`config.mk`:
```
export PLATFORM = sky130hd
export DESIGN_NAME = rsc_reset_source_controller
export DESIGN_NICKNAME = d
export VERILOG_FILES = /design/src/rsc_pkg.sv /design/src/rsc_reset_source_controller.sv
export SDC_FILE = /design/constraint.sdc
export NUM_CORES = 1
export LEC_CHECK = 0
export CORE_MARGIN = 2
export CORE_UTILIZATION = 30
export CTS_CLUSTER_SIZE = 25
export DETAILED_ROUTE_END_ITERATION = 10
export DONT_BUFFER_PORTS = 1
export SKIP_CTS_REPAIR_TIMING = 1
export SLEW_MARGIN = 0
export SYNTH_ARGS = -nofsm -noshare
export SYNTH_HDL_FRONTEND = slang
export SYNTH_SLANG_ARGS = --single-unit
```
`constraint.sdc`:
```
create_clock -name clk -period 2.6 [get_ports clk]
set_input_delay 0.26 -clock clk [delete_from_list [all_inputs] [get_ports clk]]
set_output_delay 0.26 -clock clk [all_outputs]
set_load 0.005 [all_outputs]
```
`src/rsc_pkg.sv`:
```
`default_nettype none
package rsc_pkg;

  // Register map, byte offsets on the local register port
  localparam logic [1:0] RSC_OFS_THRESHOLD = 2'h0;
  localparam logic [1:0] RSC_OFS_CAUSE     = 2'h1;
  localparam logic [1:0] RSC_OFS_STATUS    = 2'h2;
  localparam logic [1:0] RSC_OFS_PROGCTRL  = 2'h3;

  // Threshold codes
  localparam logic [7:0] RSC_THR_2V10     = 8'h55;
  localparam logic [7:0] RSC_THR_2V55     = 8'h33;
  localparam logic [7:0] RSC_THR_3V15     = 8'h99;
  localparam logic [7:0] RSC_THR_3V80     = 8'haa;
  localparam logic [7:0] RSC_THR_RESET    = 8'h55;

  // Level index handed to the comparator
  localparam logic [1:0] RSC_LVL_2V10 = 2'h0;
  localparam logic [1:0] RSC_LVL_2V55 = 2'h1;
  localparam logic [1:0] RSC_LVL_3V15 = 2'h2;
  localparam logic [1:0] RSC_LVL_3V80 = 2'h3;

  // Programming control key that resets the device
  localparam logic [7:0] RSC_PROG_RESET_KEY = 8'h55;
  localparam logic [7:0] RSC_PROG_RESET_VAL = 8'h00;

  // Cause register field positions
  localparam int RSC_CAUSE_W        = 4;
  localparam int RSC_BIT_WDOG_CORR  = 0;
  localparam int RSC_BIT_THR_CORR   = 1;
  localparam int RSC_BIT_LOW_SUPPLY = 2;
  localparam int RSC_BIT_CTRL_CORR  = 3;
  localparam logic [3:0] RSC_CAUSE_RESET = 4'h0;

  // Status register field positions
  localparam int RSC_BIT_POWERDOWN = 4;
  localparam int RSC_BIT_TIMEOUT   = 5;

  // Timing
  localparam int RSC_CLK_PERIOD_NS     = 40;
  localparam int RSC_QUALIFY_TIME_NS   = 120000;
  localparam int RSC_CORRUPT_DELAY_NS  = 100000;
  localparam int RSC_QUALIFY_CYCLES    = (RSC_QUALIFY_TIME_NS + RSC_CLK_PERIOD_NS - 1) / RSC_CLK_PERIOD_NS;
  localparam int RSC_CORRUPT_CYCLES    = (RSC_CORRUPT_DELAY_NS + RSC_CLK_PERIOD_NS - 1) / RSC_CLK_PERIOD_NS;
  localparam int RSC_RESET_PULSE       = 16;
  localparam int RSC_CNT_W             = 16;
  localparam int RSC_PULSE_W           = 8;

  typedef struct packed {
    logic [1:0] addr;
    logic [7:0] wdata;
    logic       wr;
    logic       rd;
  } rsc_req_t;

  // Core resource controls, high while the resource is held in its reset condition
  typedef struct packed {
    logic pc_clear;
    logic sp_top;
    logic int_en_clear;
    logic wdt_tb_clear;
    logic timers_off;
    logic io_input;
  } rsc_core_t;

  localparam rsc_core_t RSC_CORE_ALL  = '{1'b1, 1'b1, 1'b1, 1'b1, 1'b1, 1'b1};
  localparam rsc_core_t RSC_CORE_NONE = '{1'b0, 1'b0, 1'b0, 1'b0, 1'b0, 1'b0};
  localparam rsc_core_t RSC_CORE_PCSP = '{1'b1, 1'b1, 1'b0, 1'b0, 1'b0, 1'b0};

  function automatic logic rsc_thr_valid(input logic [7:0] code);
    return (code == RSC_THR_2V10) || (code == RSC_THR_2V55) ||
           (code == RSC_THR_3V15) || (code == RSC_THR_3V80);
  endfunction : rsc_thr_valid

  function automatic logic [1:0] rsc_thr_level(input logic [7:0] code);
    logic [1:0] lvl;
    lvl = RSC_LVL_2V10;
    if (code == RSC_THR_2V55) begin
      lvl = RSC_LVL_2V55;
    end else if (code == RSC_THR_3V15) begin
      lvl = RSC_LVL_3V15;
    end else if (code == RSC_THR_3V80) begin
      lvl = RSC_LVL_3V80;
    end
    return lvl;
  endfunction : rsc_thr_level

endpackage : rsc_pkg
`default_nettype wire

```
`src/rsc_reset_source_controller.sv`:
```
// Function
// - Low supply reset always armed in run modes; resets device and sets its cause flag.
// - Supply-low must persist beyond qualification time; shorter dips are ignored.
// - Threshold code 55h/33h/99h/aah selects 2.1V/2.55V/3.15V/3.8V.
// - Undefined threshold code resets after corruption delay, sets flag, reloads power-on value.
// - Threshold register powers up at 55h, the lowest level.
// - Qualified low-supply reset with valid code keeps threshold register contents.
// - Low supply reset is disabled in SLEEP and IDLE.
// - Cause bit 2 set by low supply reset; only software clears it.
// - Cause bit 1 set by undefined threshold code; only software clears it.
// - Cause register bits 7 to 4 read as zero.
// - Writing 55h to programming control register resets the whole device.
// - Run-mode watchdog timeout gives full reset and sets timeout flag.
// - Low-power watchdog timeout clears only PC and SP and sets timeout flag.
// - Power-on clears timeout and powerdown; run watchdog sets timeout; low-power watchdog sets both.
// - After power-on PC is zero and all interrupt enables are cleared.
// - After power-on watchdog and time bases clear and watchdog starts counting.
// - After power-on all timer modules are off.
// - After power-on all I/O ports are inputs.
// - After power-on stack pointer points to stack top.
//
// Added by the designer: the register addresses and strobed register access.
`timescale 1ns/10ps
`default_nettype none

module rsc_reset_source_controller
  import rsc_pkg::*;
#(
  parameter int QUALIFY_CYCLES = RSC_QUALIFY_CYCLES,
  parameter int CORRUPT_CYCLES = RSC_CORRUPT_CYCLES,
  parameter int PULSE_CYCLES   = RSC_RESET_PULSE
) (
  // Clock and power-on reset
  input  wire logic       clk,
  input  wire logic       sys_rst,
  // Register port
  input  wire rsc_req_t   bus_req,
  output logic [7:0]      bus_rdata,
  // Supply monitor and operating mode
  input  wire logic       supply_low,
  input  wire logic       low_power_mode,
  output logic [1:0]      threshold_level,
  output logic [7:0]      threshold_code,
  // Watchdog and external corruption events
  input  wire logic       watchdog_timeout,
  input  wire logic       ctrl_corrupt_event,
  input  wire logic       wdt_ctrl_corrupt_event,
  output logic            watchdog_run,
  // Reset outputs
  output logic            device_reset,
  output rsc_core_t       core_ctrl,
  output logic            watchdog_timeout_flag,
  output logic            powerdown_flag
);

  // Counts are held in fixed-width counters; refuse what they cannot hold
  if (QUALIFY_CYCLES < 1 || QUALIFY_CYCLES >= (1 << RSC_CNT_W)) begin : g_chk_qual
    $error("QUALIFY_CYCLES out of range");
  end
  if (CORRUPT_CYCLES < 1 || CORRUPT_CYCLES >= (1 << RSC_CNT_W)) begin : g_chk_corr
    $error("CORRUPT_CYCLES out of range");
  end
  if (PULSE_CYCLES < 1 || PULSE_CYCLES >= (1 << RSC_PULSE_W)) begin : g_chk_pulse
    $error("PULSE_CYCLES out of range");
  end

  localparam logic [RSC_CNT_W-1:0]   QUAL_C  = RSC_CNT_W'(QUALIFY_CYCLES);
  localparam logic [RSC_CNT_W-1:0]   CORR_C  = RSC_CNT_W'(CORRUPT_CYCLES);
  localparam logic [RSC_PULSE_W-1:0] PULSE_C = RSC_PULSE_W'(PULSE_CYCLES);

  typedef struct packed {
    logic [7:0]             thr;
    logic [1:0]             level;
    logic [RSC_CAUSE_W-1:0] cause;
    logic                   to_flag;
    logic                   pd_flag;
    logic [7:0]             prog;
    logic [RSC_CNT_W-1:0]   qual_cnt;
    logic [RSC_CNT_W-1:0]   corr_cnt;
    logic [RSC_PULSE_W-1:0] rst_cnt;
    logic                   full_rst;
    logic                   wdt_run;
    rsc_core_t              core;
    logic [7:0]             rdata;
  } rsc_state_t;

  rsc_state_t state;
  rsc_state_t next_state;

  logic low_fire;
  logic corr_fire;
  logic wdt_full;
  logic wdt_lp;
  logic prog_fire;
  logic full_req;

  always_comb begin
    next_state       = state;
    next_state.rdata = 8'h00;

    // Reset sources other than the programming key write are ignored while a full reset is already running
    low_fire  = supply_low && !low_power_mode && !state.full_rst &&
                (state.qual_cnt == QUAL_C);
    corr_fire = !rsc_thr_valid(state.thr) && !state.full_rst &&
                (state.corr_cnt == CORR_C);
    wdt_full  = watchdog_timeout && !low_power_mode && !state.full_rst;
    wdt_lp    = watchdog_timeout && low_power_mode && !state.full_rst;
    prog_fire = bus_req.wr && (bus_req.addr == RSC_OFS_PROGCTRL) &&
                (bus_req.wdata == RSC_PROG_RESET_KEY);
    full_req  = low_fire || corr_fire || wdt_full || prog_fire;

    // Qualification: low must last more than QUAL_C cycles before acting
    if (supply_low && !low_power_mode && !state.full_rst) begin
      if (state.qual_cnt != QUAL_C) begin
        next_state.qual_cnt = state.qual_cnt + 16'h0001;
      end
    end else begin
      next_state.qual_cnt = '0;
    end

    if (!rsc_thr_valid(state.thr) && !state.full_rst) begin
      if (state.corr_cnt != CORR_C) begin
        next_state.corr_cnt = state.corr_cnt + 16'h0001;
      end
    end else begin
      next_state.corr_cnt = '0;
    end

    // Register writes
    if (bus_req.wr) begin
      if (bus_req.addr == RSC_OFS_THRESHOLD) begin
        next_state.thr = bus_req.wdata;
      end else if (bus_req.addr == RSC_OFS_CAUSE) begin
        next_state.cause = bus_req.wdata[RSC_CAUSE_W-1:0];
      end else if (bus_req.addr == RSC_OFS_STATUS) begin
        next_state.to_flag = bus_req.wdata[RSC_BIT_TIMEOUT];
        next_state.pd_flag = bus_req.wdata[RSC_BIT_POWERDOWN];
      end else if (bus_req.addr == RSC_OFS_PROGCTRL) begin
        next_state.prog = bus_req.wdata;
      end
    end

    // Hardware sets come after the write so that a set wins over a clear
    if (low_fire) begin
      next_state.cause[RSC_BIT_LOW_SUPPLY] = 1'b1;
    end
    if (corr_fire) begin
      next_state.cause[RSC_BIT_THR_CORR] = 1'b1;
      next_state.thr                     = RSC_THR_RESET;
    end
    if (ctrl_corrupt_event) begin
      next_state.cause[RSC_BIT_CTRL_CORR] = 1'b1;
    end
    if (wdt_ctrl_corrupt_event) begin
      next_state.cause[RSC_BIT_WDOG_CORR] = 1'b1;
    end
    // Low supply reset leaves both flags unchanged
    if (wdt_full) begin
      next_state.to_flag = 1'b1;
    end
    if (wdt_lp) begin
      next_state.to_flag = 1'b1;
      next_state.pd_flag = 1'b1;
    end

    // Full reset pulse; threshold is left alone unless corrupt
    if (full_req) begin
      next_state.rst_cnt = PULSE_C;
      next_state.prog    = RSC_PROG_RESET_VAL;
    end else if (state.rst_cnt != '0) begin
      next_state.rst_cnt = state.rst_cnt - 8'h01;
    end
    next_state.full_rst = (next_state.rst_cnt != '0);
    // Watchdog restarts as soon as the reset pulse ends
    next_state.wdt_run  = !next_state.full_rst;

    if (next_state.full_rst) begin
      next_state.core = RSC_CORE_ALL;
    end else if (wdt_lp) begin
      next_state.core = RSC_CORE_PCSP;
    end else begin
      next_state.core = RSC_CORE_NONE;
    end

    next_state.level = rsc_thr_level(next_state.thr);

    // Read data stand one cycle after the strobe; cycles without a read strobe return zero
    if (bus_req.rd) begin
      if (bus_req.addr == RSC_OFS_THRESHOLD) begin
        next_state.rdata = state.thr;
      end else if (bus_req.addr == RSC_OFS_CAUSE) begin
        next_state.rdata = {4'h0, state.cause};
      end else if (bus_req.addr == RSC_OFS_STATUS) begin
        next_state.rdata = {2'b00, state.to_flag, state.pd_flag, 4'h0};
      end else if (bus_req.addr == RSC_OFS_PROGCTRL) begin
        next_state.rdata = state.prog;
      end
    end
  end

  always_ff @(posedge clk or posedge sys_rst) begin
    if (sys_rst) begin
      state.thr      <= RSC_THR_RESET;
      state.level    <= RSC_LVL_2V10;
      state.cause    <= RSC_CAUSE_RESET;
      state.to_flag  <= 1'b0;
      state.pd_flag  <= 1'b0;
      state.prog     <= RSC_PROG_RESET_VAL;
      state.qual_cnt <= '0;
      state.corr_cnt <= '0;
      state.rst_cnt  <= PULSE_C;
      state.full_rst <= 1'b1;
      state.wdt_run  <= 1'b0;
      state.core     <= RSC_CORE_ALL;
      state.rdata    <= 8'h00;
    end else begin
      state <= next_state;
    end
  end

  assign bus_rdata             = state.rdata;
  assign threshold_level       = state.level;
  assign threshold_code        = state.thr;
  assign watchdog_run          = state.wdt_run;
  assign device_reset          = state.full_rst;
  assign core_ctrl             = state.core;
  assign watchdog_timeout_flag = state.to_flag;
  assign powerdown_flag        = state.pd_flag;

endmodule : rsc_reset_source_controller

`default_nettype wire

```
==> impl_metrics.env <==
export IMPL_met1_usage_pct=16.8
export IMPL_yosysSeqAreaShare_pct=44.3
export IMPL_ys_seq_elements=75
export IMPL_syn_avg_cell_area_um2=10.0
export IMPL_layout_min_cycle_time_ns=2.17
export IMPL_final_hold_viol_count=0
export IMPL_skew_ns=0.00741
export IMPL_synth_commonest_cells="68 x dfrtp_1, 66 x nor2_1, 26 x nand2_1"
export IMPL_path_clk_slew_ns=0.06
export IMPL_firstDrtPassIters=4
export IMPL_synth_top_cell_by_area="dfrtp_1"
export IMPL_ant_nets=0
export IMPL_tns_ns=0
export IMPL_finalSetupViolations=0
export IMPL_die_h_um=123
export IMPL_cts_buffer_depth=2
export IMPL_synth_cell_types=61
export IMPL_drt_iter0_markers=249
export IMPL_slew_viol_final=0
export IMPL_synth_nets=450
export IMPL_antenna_found_initial=0
export IMPL_reg2reg_depth=5
export IMPL_hold_slack_ns=0.0217
export IMPL_grt_max_degree=46
export IMPL_ir_drop_uv=315
export IMPL_grt_pass1_vias=2996
export IMPL_start_util_pct=30.7
export IMPL_synth_top_area_share_pct=40.0
export IMPL_diodes=0
export IMPL_fin_ws_ns=0.426
export IMPL_die_area_um2=15200
export IMPL_wire_per_inst_um=16.0
export IMPL_clock_sinks=75
export IMPL_nFillCells=1381
export IMPL_p_total_mw=3.65
export IMPL_worstSkewPairLatency_ns=0.34
export IMPL_yosysMostFrequentCell="dfrtp_1"
export IMPL_cts_root_buffer="clkbuf_16"
export IMPL_dp_slack_ns=0.440
export IMPL_path_class="flip-flop to flip-flop"
export IMPL_drive_gt1_share_pct=15.3
export IMPL_endpoint="state[39]"
export IMPL_via_per_inst=5.06
export IMPL_fin_nets=432
export IMPL_grtUsageTotal_pct=13.2
export IMPL_hp_class="input pin to asynchronous set/reset pin"
export IMPL_detailed_place_hpwl_mm=6.82
export IMPL_rows=43
export IMPL_synth_main_ff_cell="dfrtp_1"
export IMPL_fmax_ghz=0.460
export IMPL_ys_async_sr_fraction_pct=100
export IMPL_cts_buffers=9
export IMPL_slew_headroom_pct=36.4
export IMPL_rr_endpoint="state[39]"
export IMPL_rsz0062_at_grt="false"
export IMPL_critPathArrivalTime_ns=2.39
export IMPL_netlist_area_um2=4260
export IMPL_grt_overflow_total=0
export IMPL_status="finished clean"
export IMPL_drv_cap=0
export IMPL_synth_area_leaders="dfrtp_1 40%, nor2_1 5.8%, dfstp_2 4.3%"
export IMPL_core_region_area_um2=13900
export IMPL_end_kind="flip-flop"
export IMPL_routabilityCongestion=0.854
export IMPL_top_usage_layer="met2"
export IMPL_place_area_um2=4290
export IMPL_worst_pin_slew_ns=0.952
export IMPL_grtUsageMet2_pct=20.8
export IMPL_r2r_start="state[37]"
export IMPL_period_share_pct=83.6
export IMPL_p_per_area_nw_per_um2=789
export IMPL_gr_usage_met3_pct=3.97
export IMPL_grt_first_pass_wirelength_mm=15.4
export IMPL_power_leakage_nw=1.88
export IMPL_required_ns=2.82
export IMPL_synth_cells=425
export IMPL_cts_tree="built"
export IMPL_area_delta_synth_final_pct=8.73
export IMPL_die_w_um=123
export IMPL_startpoint_type="flip-flop"
export IMPL_wl_mm=9.49
export IMPL_htree_levels=3
export IMPL_crit_path_max_fanout=10
export IMPL_timing_reg2reg_setup_slack_ns=0.43
export IMPL_drc=0
export IMPL_ys_warnings_count=0
export IMPL_final_area_um2=4630
export IMPL_io_pins=47
export IMPL_num_vias=2995
export IMPL_port_buffers=0
export IMPL_synth_edf_count=0
export IMPL_startpoint="state[37]"
==> power breakdown <==
part / internal [mW] / switching (mW) / total [mW]
clock: 0.936 / 0.506 / 1.44
sequential: 1.34 / 0.236 / 1.58
combinational: 0.304 / 0.327 / 0.632
total: 2.58 / 1.07 / 3.65
==> kinds of logic after synthesis <==
logic type	synth area share (%)
compound gates	7.41
xor+xnor	6.58
fa+ha+maj	1.76
buf+inv	7.08
flops	44.3
mux	5.38
simple gates	27.5
==> placed cells by master, fill, tap and decap left out, drive strengths merged, types with 3 or more instances in the layout <==
cell    count
or3         3
o21ai       8
and4bb      4
nor3       10
and3        5
mux2        4
dfrtp      68
nand3b      5
clkinv      3
clkbuf      9
bufinv      3
nand2      29
nand4      15
mux2i      18
inv        15
buf         6
nor2b       7
a31oi       6
and4b       3
nor4        9
a21oi       7
nor2       68
nand3      13
nand4b      4
ha          6
nor3b       4
a22oi      12
xor2       18
and4        3
and2        6
dfstp       7
xnor2      14
==> flip-flops by register name, summed over array words and instances, names as in the netlist <==
signal and flops:
state 52, bus_rdata 8, threshold_code 8, core_ctrl 2
threshold_level 2, powerdown_flag 1, watchdog_run 1, watchdog_timeout_flag 1
==> cell type report <==
| class | instances | area (um^2) | area share [%] |
|---|---|---|---|
| clock buffers | 9 | 225 | 4.87 |
| multi-input cells | 300 | 2070 | 44.8 |
| clock inverters | 7 | 116 | 2.51 |
| well taps | 180 | 225 | 4.87 |
| flip-flops and latches | 75 | 1890 | 40.7 |
| repair buffers | 6 | 45.0 | 0.973 |
| inverters | 15 | 56.3 | 1.22 |
==> layer usage <==
| layer | vias to the layer above | part of all wire, % |
|---|---|---|
| met5 | - | 0 |
| met2 | 101 | 47 |
| met4 | 0 | 1.5 |
| li1 | 1429 | - |
| met3 | 8 | 8.3 |
| met1 | 1457 | 44 |
==> metrics by stage <==
| stage | std cells | util (%) |
|---|---|---|
| floorplan | 425 | - |
| global placement | 576 | 30.9 |
| detailed placement | 576 | 30.9 |
| CTS | 592 | 33.3 |
| global route | 592 | 33.3 |
| finish | 592 | 33.3 |
==> worst min path at each step <==
| stage | slack, ns | startpoint | endpoint |
|---|---|---|---|
| floorplan | 0.36 | wdt_ctrl_corrupt_event | state[66] |
| CTS | 0.01 | wdt_ctrl_corrupt_event | state[66] |
| global route | 0.03 | wdt_ctrl_corrupt_event | state[66] |
| detailed placement | 0.37 | wdt_ctrl_corrupt_event | state[66] |
| global placement | 0.36 | wdt_ctrl_corrupt_event | state[66] |
| finish | 0.02 | sys_rst | state[39] |
==> worst max-delay path: stages (launching register included) <==
cell and delay (ns):
dfrtp_1 0.41, nor4_1 0.43, and4_1 0.64, nor2_2 0.11, nand4_1 0.12, mux2_1 0.33
Power figures use the tool's default switching activity.
